$ cat src/sbtr_regs.vh
// register offsets, field positions and reset values of the two-channel 16-bit timer block
`ifndef SBTR_REGS_VH
`define SBTR_REGS_VH
`define SBTR_PRINT_T4_CMP_FIRST 20'h481A0
`define SBTR_PRINT_T4_CMP_SECOND 20'h481A2
`define SBTR_PRINT_T4_COUNT 20'h481A4
`define SBTR_PRINT_T4_CTRL 20'h481A6
`define SBTR_PRINT_T5_CMP_FIRST 20'h481A8
`define SBTR_PRINT_T5_CMP_SECOND 20'h481AA
`define SBTR_PRINT_T5_COUNT 20'h481AC
`define SBTR_PRINT_T5_CTRL 20'h481AE
`define SBTR_IDX_BASE 20'h481A0
`define SBTR_WIDX_CMP_FIRST 2'h0
`define SBTR_WIDX_CMP_SECOND 2'h1
`define SBTR_WIDX_COUNT 2'h2
`define SBTR_WIDX_CTRL 2'h3
`define SBTR_BIT_RUN 0
`define SBTR_BIT_CNT_RESET 1
`define SBTR_BIT_CLK_OUT_GATE 2
`define SBTR_BIT_CLK_SRC 3
`define SBTR_BIT_OUT_INV 4
`define SBTR_BIT_CMP_BUF 5
`define SBTR_BIT_FINE 6
`define SBTR_CTRL_RESET 8'h00
`define SBTR_CTRL_RW_MASK 8'h7D
`define SBTR_CMP_RESET 16'h0000
`define SBTR_COUNT_RESET 16'h0000
`endif

$ cat src/sbtr_channel.v
// one 16-bit compare timer channel with control register and count logic
`default_nettype none
`include "sbtr_regs.vh"
module sbtr_channel #(
  parameter WIDTH = 16
) (
  // clock and reset
  input wire ref_clk,
  input wire srst,
  // register writes
  input wire wr_cmp_first,
  input wire wr_cmp_second,
  input wire wr_ctrl,
  input wire [WIDTH-1:0] wr_data,
  // count clocks
  input wire int_tick,
  input wire ext_tick,
  // register views
  output wire [WIDTH-1:0] cmp_first,
  output wire [WIDTH-1:0] cmp_second,
  output wire [WIDTH-1:0] count,
  output wire [7:0] ctrl,
  // pin
  output reg timer_out,
  output wire timer_out_en
);
  reg [WIDTH-1:0] cmp_first_reg;
  reg [WIDTH-1:0] cmp_second_reg;
  reg [WIDTH-1:0] act_first_reg;
  reg [WIDTH-1:0] act_second_reg;
  reg [WIDTH-1:0] count_reg;
  reg [7:0] ctrl_reg;
  reg toggle_reg;
  wire run_stop_bit = ctrl_reg[`SBTR_BIT_RUN];
  wire clock_output_gate = ctrl_reg[`SBTR_BIT_CLK_OUT_GATE];
  wire count_clock_source = ctrl_reg[`SBTR_BIT_CLK_SRC];
  wire output_polarity_invert = ctrl_reg[`SBTR_BIT_OUT_INV];
  wire compare_buffer_enable = ctrl_reg[`SBTR_BIT_CMP_BUF];
  wire fine_output_select = ctrl_reg[`SBTR_BIT_FINE];
  wire tick = count_clock_source ? ext_tick : int_tick; // [RULE_07]
  wire cnt_clear = wr_ctrl & wr_data[`SBTR_BIT_CNT_RESET]; // [RULE_05]
  wire hit_second = tick & run_stop_bit & (count_reg == act_second_reg);
  wire hit_first = tick & run_stop_bit & (count_reg == act_first_reg);
  assign cmp_first = cmp_first_reg; // [RULE_01]
  assign cmp_second = cmp_second_reg; // [RULE_02]
  assign count = count_reg; // [RULE_03]
  assign ctrl = ctrl_reg & `SBTR_CTRL_RW_MASK; // [RULE_05] [RULE_11]
  assign timer_out_en = clock_output_gate; // [RULE_06]
  always @(posedge ref_clk) begin
    if (srst) begin
      ctrl_reg <= `SBTR_CTRL_RESET; // [RULE_04] [RULE_11]
    end else if (wr_ctrl) begin
      ctrl_reg <= wr_data[7:0] & `SBTR_CTRL_RW_MASK;
    end
  end
  // cleared at reset for determinism though software must not rely on it
  always @(posedge ref_clk) begin
    if (srst) begin
      cmp_first_reg <= `SBTR_CMP_RESET;
      cmp_second_reg <= `SBTR_CMP_RESET;
      act_first_reg <= `SBTR_CMP_RESET;
      act_second_reg <= `SBTR_CMP_RESET;
    end else begin
      if (wr_cmp_first) begin
        cmp_first_reg <= wr_data; // [RULE_01]
      end
      if (wr_cmp_second) begin
        cmp_second_reg <= wr_data; // [RULE_02]
      end
      // buffered values load only at period end or on a counter clear, so a period is never torn
      if (!compare_buffer_enable || hit_second || cnt_clear) begin
        act_first_reg <= wr_cmp_first ? wr_data : cmp_first_reg; // [RULE_09]
        act_second_reg <= wr_cmp_second ? wr_data : cmp_second_reg; // [RULE_09]
      end
    end
  end
  always @(posedge ref_clk) begin
    if (srst) begin
      count_reg <= `SBTR_COUNT_RESET;
      toggle_reg <= 1'b0;
    end else if (cnt_clear) begin
      count_reg <= `SBTR_COUNT_RESET; // [RULE_05]
      toggle_reg <= 1'b0;
    end else if (hit_second) begin
      count_reg <= `SBTR_COUNT_RESET; // [RULE_12]
      toggle_reg <= 1'b0; // [RULE_12]
    end else if (tick & run_stop_bit) begin
      count_reg <= count_reg + 1'b1; // [RULE_04] [RULE_12]
      if (hit_first) begin
        toggle_reg <= 1'b1; // [RULE_12]
      end
    end
  end
  // fine mode drives the half-clock refinement by holding a high level one extra cycle
  reg fine_hold_reg;
  always @(posedge ref_clk) begin
    if (srst) begin
      fine_hold_reg <= 1'b0;
      timer_out <= 1'b0;
    end else begin
      fine_hold_reg <= toggle_reg;
      timer_out <= (fine_output_select ? (toggle_reg | fine_hold_reg) : toggle_reg)
        ^ output_polarity_invert; // [RULE_10] [RULE_08]
    end
  end
endmodule // sbtr_channel
`default_nettype wire

$ cat src/sbtr_top.v
// two-channel 16-bit timer register block behind an avalon-mm slave
//
// Behaviour
// [RULE_01] each channel has a 16-bit read/write first compare value
// [RULE_02] each channel has a separate 16-bit read/write second compare value
// [RULE_03] current count reads back as 16 bits; writes to it are ignored
// [RULE_04] control bit 0 runs the counter when 1, stops it when 0
// [RULE_05] writing 1 to control bit 1 clears the counter; reads 0
// [RULE_06] control bit 2 enables the timer output onto its pin
// [RULE_07] control bit 3 picks external clock input, else internal prescaled tick
// [RULE_08] control bit 4 inverts output polarity
// [RULE_09] control bit 5 buffers compare values until period end
// [RULE_10] control bit 6 selects fine output mode
// [RULE_11] control bit 7 reserved, reads 0
// [RULE_12] counter counts ticks, second compare wraps to zero, output toggles at matches
//
// Register access over Avalon-MM was chosen for this implementation.
`default_nettype none
`include "sbtr_regs.vh"
module sbtr_top #(
  parameter PRESCALE = 4
) (
  // clock and reset
  input wire ref_clk,
  input wire srst,
  // avalon-mm slave, word address
  input wire [4:0] avs_address,
  input wire avs_read,
  input wire avs_write,
  input wire [31:0] avs_writedata,
  input wire [3:0] avs_byteenable,
  output reg [31:0] avs_readdata,
  output wire avs_waitrequest,
  // external count clocks
  input wire t4_ext_clk,
  input wire t5_ext_clk,
  // timer outputs
  output wire t4_out,
  output wire t4_out_en,
  output wire t5_out,
  output wire t5_out_en
);
  // bus handshake states: a request waits one cycle, then is taken
  localparam [1:0] BUS_IDLE = 2'b00;
  localparam [1:0] BUS_DONE = 2'b01;
  // last prescaler count, compared at full integer width so no bits are lost
  localparam integer PRE_LAST = PRESCALE - 1;
  // bus handshake and read path
  reg [1:0] bus_state_reg;
  reg [1:0] bus_state_next;
  reg bus_wait;
  reg [31:0] rd_mux_next;
  // internal prescaler
  reg [15:0] pre_reg;
  reg [15:0] pre_next;
  // external clock synchronisers
  reg ext4_meta_reg;
  reg ext4_sync_reg;
  reg ext4_last_reg;
  reg ext5_meta_reg;
  reg ext5_sync_reg;
  reg ext5_last_reg;
  // channel register views
  wire [15:0] c4_first;
  wire [15:0] c4_second;
  wire [15:0] c4_count;
  wire [7:0] c4_ctrl;
  wire [15:0] c5_first;
  wire [15:0] c5_second;
  wire [15:0] c5_count;
  wire [7:0] c5_ctrl;
  // request decode
  wire bus_req = avs_read | avs_write;
  wire in_map = (avs_address[4:3] == 2'b00);
  wire sel_ch5 = avs_address[2];
  wire [1:0] widx = avs_address[1:0];
  wire sel_first = in_map & (widx == `SBTR_WIDX_CMP_FIRST);
  wire sel_second = in_map & (widx == `SBTR_WIDX_CMP_SECOND);
  wire sel_ctrl = in_map & (widx == `SBTR_WIDX_CTRL);
  wire rd_launch = avs_read & (bus_state_reg == BUS_IDLE);
  // writes land only at the edge where waitrequest is sampled low
  wire wr_accept = avs_write & (bus_state_reg == BUS_DONE);
  wire lo_en = avs_byteenable[0];
  // compares take whole halfwords only, so a half-written period never runs
  wire hw_en = avs_byteenable[0] & avs_byteenable[1];
  // count slots get no write strobe at all
  wire t4_wr_first = wr_accept & ~sel_ch5 & sel_first & hw_en; // [RULE_01]
  wire t4_wr_second = wr_accept & ~sel_ch5 & sel_second & hw_en; // [RULE_02]
  wire t4_wr_ctrl = wr_accept & ~sel_ch5 & sel_ctrl & lo_en; // [RULE_03]
  wire t5_wr_first = wr_accept & sel_ch5 & sel_first & hw_en; // [RULE_01]
  wire t5_wr_second = wr_accept & sel_ch5 & sel_second & hw_en; // [RULE_02]
  wire t5_wr_ctrl = wr_accept & sel_ch5 & sel_ctrl & lo_en; // [RULE_03]
  // count sources
  wire int_tick = ({16'h0000, pre_reg} == PRE_LAST); // [RULE_07]
  wire ext4_tick = ext4_sync_reg & ~ext4_last_reg; // [RULE_07]
  wire ext5_tick = ext5_sync_reg & ~ext5_last_reg; // [RULE_07]
  // bus handshake
  always @* begin
    bus_state_next = BUS_IDLE;
    bus_wait = 1'b0;
    case (bus_state_reg)
      BUS_IDLE: begin
        bus_wait = bus_req;
        bus_state_next = bus_req ? BUS_DONE : BUS_IDLE;
      end
      BUS_DONE: begin
        bus_wait = 1'b0;
        bus_state_next = BUS_IDLE;
      end
      default: begin
        bus_wait = bus_req;
        bus_state_next = BUS_IDLE;
      end
    endcase
  end
  assign avs_waitrequest = bus_wait;
  always @(posedge ref_clk) begin
    if (srst) begin
      bus_state_reg <= BUS_IDLE;
    end else begin
      bus_state_reg <= bus_state_next;
    end
  end
  // read data is registered at launch and stands through the accepting edge
  always @* begin
    rd_mux_next = 32'h00000000;
    if (in_map) begin
      case ({sel_ch5, widx})
        {1'b0, `SBTR_WIDX_CMP_FIRST}: rd_mux_next = {16'h0000, c4_first}; // [RULE_01]
        {1'b0, `SBTR_WIDX_CMP_SECOND}: rd_mux_next = {16'h0000, c4_second}; // [RULE_02]
        {1'b0, `SBTR_WIDX_COUNT}: rd_mux_next = {16'h0000, c4_count}; // [RULE_03]
        {1'b0, `SBTR_WIDX_CTRL}: rd_mux_next = {24'h000000, c4_ctrl}; // [RULE_11]
        {1'b1, `SBTR_WIDX_CMP_FIRST}: rd_mux_next = {16'h0000, c5_first}; // [RULE_01]
        {1'b1, `SBTR_WIDX_CMP_SECOND}: rd_mux_next = {16'h0000, c5_second}; // [RULE_02]
        {1'b1, `SBTR_WIDX_COUNT}: rd_mux_next = {16'h0000, c5_count}; // [RULE_03]
        {1'b1, `SBTR_WIDX_CTRL}: rd_mux_next = {24'h000000, c5_ctrl}; // [RULE_11]
        default: rd_mux_next = 32'h00000000;
      endcase
    end
  end
  always @(posedge ref_clk) begin
    if (srst) begin
      avs_readdata <= 32'h00000000;
    end else if (rd_launch) begin
      avs_readdata <= rd_mux_next;
    end
  end
  // shared internal tick; a prescale above the counter range never ticks
  always @* begin
    pre_next = int_tick ? 16'h0000 : pre_reg + 16'h0001;
  end
  always @(posedge ref_clk) begin
    if (srst) begin
      pre_reg <= 16'h0000;
    end else begin
      pre_reg <= pre_next;
    end
  end
  // a pin held high through reset gives one false tick, harmless while stopped
  always @(posedge ref_clk) begin
    if (srst) begin
      ext4_meta_reg <= 1'b0;
      ext4_sync_reg <= 1'b0;
      ext4_last_reg <= 1'b0;
    end else begin
      ext4_meta_reg <= t4_ext_clk;
      ext4_sync_reg <= ext4_meta_reg;
      ext4_last_reg <= ext4_sync_reg;
    end
  end
  always @(posedge ref_clk) begin
    if (srst) begin
      ext5_meta_reg <= 1'b0;
      ext5_sync_reg <= 1'b0;
      ext5_last_reg <= 1'b0;
    end else begin
      ext5_meta_reg <= t5_ext_clk;
      ext5_sync_reg <= ext5_meta_reg;
      ext5_last_reg <= ext5_sync_reg;
    end
  end
  sbtr_channel #(.WIDTH(16)) u_ch4 (
    .ref_clk(ref_clk),
    .srst(srst),
    .wr_cmp_first(t4_wr_first),
    .wr_cmp_second(t4_wr_second),
    .wr_ctrl(t4_wr_ctrl),
    .wr_data(avs_writedata[15:0]),
    .int_tick(int_tick),
    .ext_tick(ext4_tick),
    .cmp_first(c4_first),
    .cmp_second(c4_second),
    .count(c4_count),
    .ctrl(c4_ctrl),
    .timer_out(t4_out),
    .timer_out_en(t4_out_en)
  );
  sbtr_channel #(.WIDTH(16)) u_ch5 (
    .ref_clk(ref_clk),
    .srst(srst),
    .wr_cmp_first(t5_wr_first),
    .wr_cmp_second(t5_wr_second),
    .wr_ctrl(t5_wr_ctrl),
    .wr_data(avs_writedata[15:0]),
    .int_tick(int_tick),
    .ext_tick(ext5_tick),
    .cmp_first(c5_first),
    .cmp_second(c5_second),
    .count(c5_count),
    .ctrl(c5_ctrl),
    .timer_out(t5_out),
    .timer_out_en(t5_out_en)
  );
endmodule // sbtr_top
`default_nettype wire

$ cat config.mk
export PLATFORM = sky130hd
export DESIGN_NAME = sbtr_top
export DESIGN_NICKNAME = d
export VERILOG_FILES = /design/src/sbtr_channel.v /design/src/sbtr_top.v
export VERILOG_INCLUDE_DIRS = /design/src
export SDC_FILE = /design/constraint.sdc
export NUM_CORES = 1
export LEC_CHECK = 0
export BUFFER_PORTS_ARGS = -buffer_cell sky130_fd_sc_hd__buf_2
export CAP_MARGIN = 20
export CORE_ASPECT_RATIO = 1.25
export CORE_MARGIN = 2
export CORE_UTILIZATION = 43
export DETAILED_ROUTE_END_ITERATION = 8
export PLACE_DENSITY = 0.68
export REMOVE_ABC_BUFFERS = 1
export SLEW_MARGIN = 20
export SYNTH_ARGS = -nofsm -noshare
export SYNTH_HDL_FRONTEND = slang
export SYNTH_SLANG_ARGS = --single-unit
$ cat constraint.sdc
create_clock -name ref_clk -period 5.99 [get_ports ref_clk]
set_clock_uncertainty 0.1 [all_clocks]
set_input_delay 0.2995 -clock ref_clk [delete_from_list [all_inputs] [get_ports ref_clk]]
set_output_delay 0.2995 -clock ref_clk [all_outputs]
set_load 0.005 [all_outputs]
==> flow_summary.ini <==
[critical_path]
worstPathRequired_ps = 6270
start_kind = flip-flop
critPathKind = reg2reg
worst-r2r-setup-slack_ps = 3090
end_kind = flip-flop
cp.arrival_ps = 3180
worstPathMaxFanout = 12

[clock_network]
cts_resized = 0
ctsHtreeMaxLevel = 1
cts_made_buffers = 22
cts_tree = yes
clk_latency_ps = 500
cts_setup_buffers = 0
clkSlewWorstSetupHoldPaths_ps = 60
cts_num_sinks = 217
root_buffer = clkbuf_16
clk_path_buf_depth = 3

[logic_synthesis]
yosysTopAreaCell = dfxtp_1
synth_top_family_by_area = simple AND/OR/NAND/NOR gates
synth_cell_types = 52
synthSimpleGateAreaFrac_pct = 19.2
synth-xor-area-share_pct = 8.92
ys_ff_latch = 217
ys_warn_count = 0
synth_compound_area_share_pct = 8.10
syn_avg_cell_area_um2 = 9.35
synthMuxAreaShare_pct = 15.5
async_flop_share_pct = 0
syn_area_um2 = 10200
yosysTopAreaCellShare_pct = 42.6
ys_seq_area_share_pct = 42.6
netlist_instances = 1092
synth_edf_count = 0
ys.flop_type = dfxtp_1
synthAdderAreaFrac_pct = 0.368
synth_area_leaders = dfxtp_1, mux2i_1, mux2_2

[floorplan]
start_util_pct = 43.5
io-pin-count = 84
core_area_um2 = 23500
dieArea_um2 = 25000
die_y_um = 176
die_x_um = 142
rows = 63

[route]
via_per_inst = 5.49
finalWirelength_um = 24600
ant_nets = 0
drt_first_pass_iters = 5
remaining_drc_errors = 0
wl_per_cell_um = 17.6
vias = 7647
drtIter0Drc = 433

[timing]
period_share_pct = 48.4
slew_violations = 0
fmax_mhz = 345
tightest_slew_ps = 1110
hold_slack_ps = 10.1
hold_viol = 0
fin_crit_ps = 2900
slew_headroom_pct = 25.8
setup_tns_ps = 0
finalSetupViolations = 0
rsz0062_at_grt = false

[placement]
gp_congestion = 0.839
dp_hpwl_um = 17200
portBuffers = 49
dp.cells = 1356
place_area_um2 = 10500

[power]
seqPwrFrac_pct = 49.2
power.share.clock_pct = 46.7
vdd_drop_max_uv = 149
p_switching_w = 0.000645
swShare_pct = 21.8
pwr-share-comb_pct = 4.1
p_int_w = 0.00231
cellPowerDensity_nw_per_um2 = 262
power_leakage_nw = 4.79

[grt]
grt_overflow = 0
grt_max_degree = 146
grt_pass1_wl_um = 39300
track_usage_pct = 19.5
antenna_found_initial = 0
first_global_vias = 7464

[finish]
layout.cells.non_filler = 1393
diodes = 0
nNetsFinal = 1140
multi_input_area_um2 = 5390
final_area_um2 = 11300
fillers = 2170
layout_common_cells = dfxtp_1, nor2_1, mux2i_1
drive_gt1_share_pct = 15.6
syn_to_final_growth_pct = 10.6
seq_area_um2 = 4340
final_common_cell = dfxtp_1

[status]
status = completed

[min_path]
hp-class = in2reg

[flow_run]
max-cap-violations = 0
==> synth_stat cells (15+ instances only) <==
library cell,count
xor2_1,41
nand3_1,26
dfxtp_1,217
nor2b_1,80
nor2_1,106
a21oi_1,44
nand4_1,21
mux2i_1,84
xnor2_1,63
nor3_1,15
nand2_1,34
clkbuf_1,77
mux2_2,66
nor4_1,49
inv_1,20
buf_4,16
==> layout make-up <==
cell class	instances	area share [%]
inverter	20	0.665
sequential	217	38.5
clock inverter	5	0.698
timing repair buffer	67	3.50
multi-input combinational	762	47.7
tap	292	3.24
clock buffer	30	5.69
==> worst max-delay path: stages, from the launching register on <==
cell       delay [ps]
dfxtp_1           370
ha_1              210
nor3b_1           340
a41oi_1           180
buf_4             210
or4_1             640
or3_1             360
a2111oi_1         370
==> cell families after synthesis <==
| group | Yosys count |
|---|---|
| other cells | 1 |
| fa+ha+maj | 3 |
| simple gates | 366 |
| buf+inv | 128 |
| xor+xnor | 104 |
| flops | 217 |
| mux | 150 |
| compound gates | 123 |
==> final timing paths <==
check / startpoint / endpoint / cells after the start
setup / recovery: pre_reg[0] / u_ch5.count[14] / 7
hold / removal: avs_read / bus_state_reg[0] / 3
setup reg to reg: pre_reg[0] / u_ch5.count[14] / 7
hold reg to reg: ext5_meta_reg / ext5_sync_reg / 1
==> metrics by stage <==
step | utilization [%] | setup slack (ps) | power (W)
5_1_grt | 48.1 | 2820 | 0.00305
2_1_floorplan | - | 2910 | 0.00153
3_5_place_dp | 44.9 | 3050 | 0.00161
4_1_cts | 48.0 | 3040 | 0.00298
6_report | 48.1 | 3090 | 0.00296
3_3_place_gp | 44.8 | 3060 | 0.00160
==> layer usage <==
| layer | GRT usage (%) | part of all wire (%) | vias to the layer above |
|---|---|---|---|
| li1 | - | - | 3769 |
| met1 | 23.6 | 42 | 3673 |
| met2 | 35.8 | 51 | 163 |
| met3 | 2.14 | 4.0 | 42 |
| met4 | 6.71 | 3.1 | 0 |
| met5 | 0 | 0 | - |
==> power groups by stage <==
stage	registers (W)	logic [W]	clock network (W)
after floorplan	0.00149	0.0000443	0
after global placement	0.00149	0.000117	0
after detailed placement	0.00149	0.000118	0
after CTS	0.00146	0.000119	0.00140
after global routing	0.00146	0.000130	0.00146
final	0.00146	0.000120	0.00138
==> what timing repair did <==
action / CTS / global route
setup endpoints to repair: 0 / 0
endpoints found under the hold margin: 2 / 0
hold buffers: 2 / 0
Note: power is estimated with default switching activity, not from simulation.
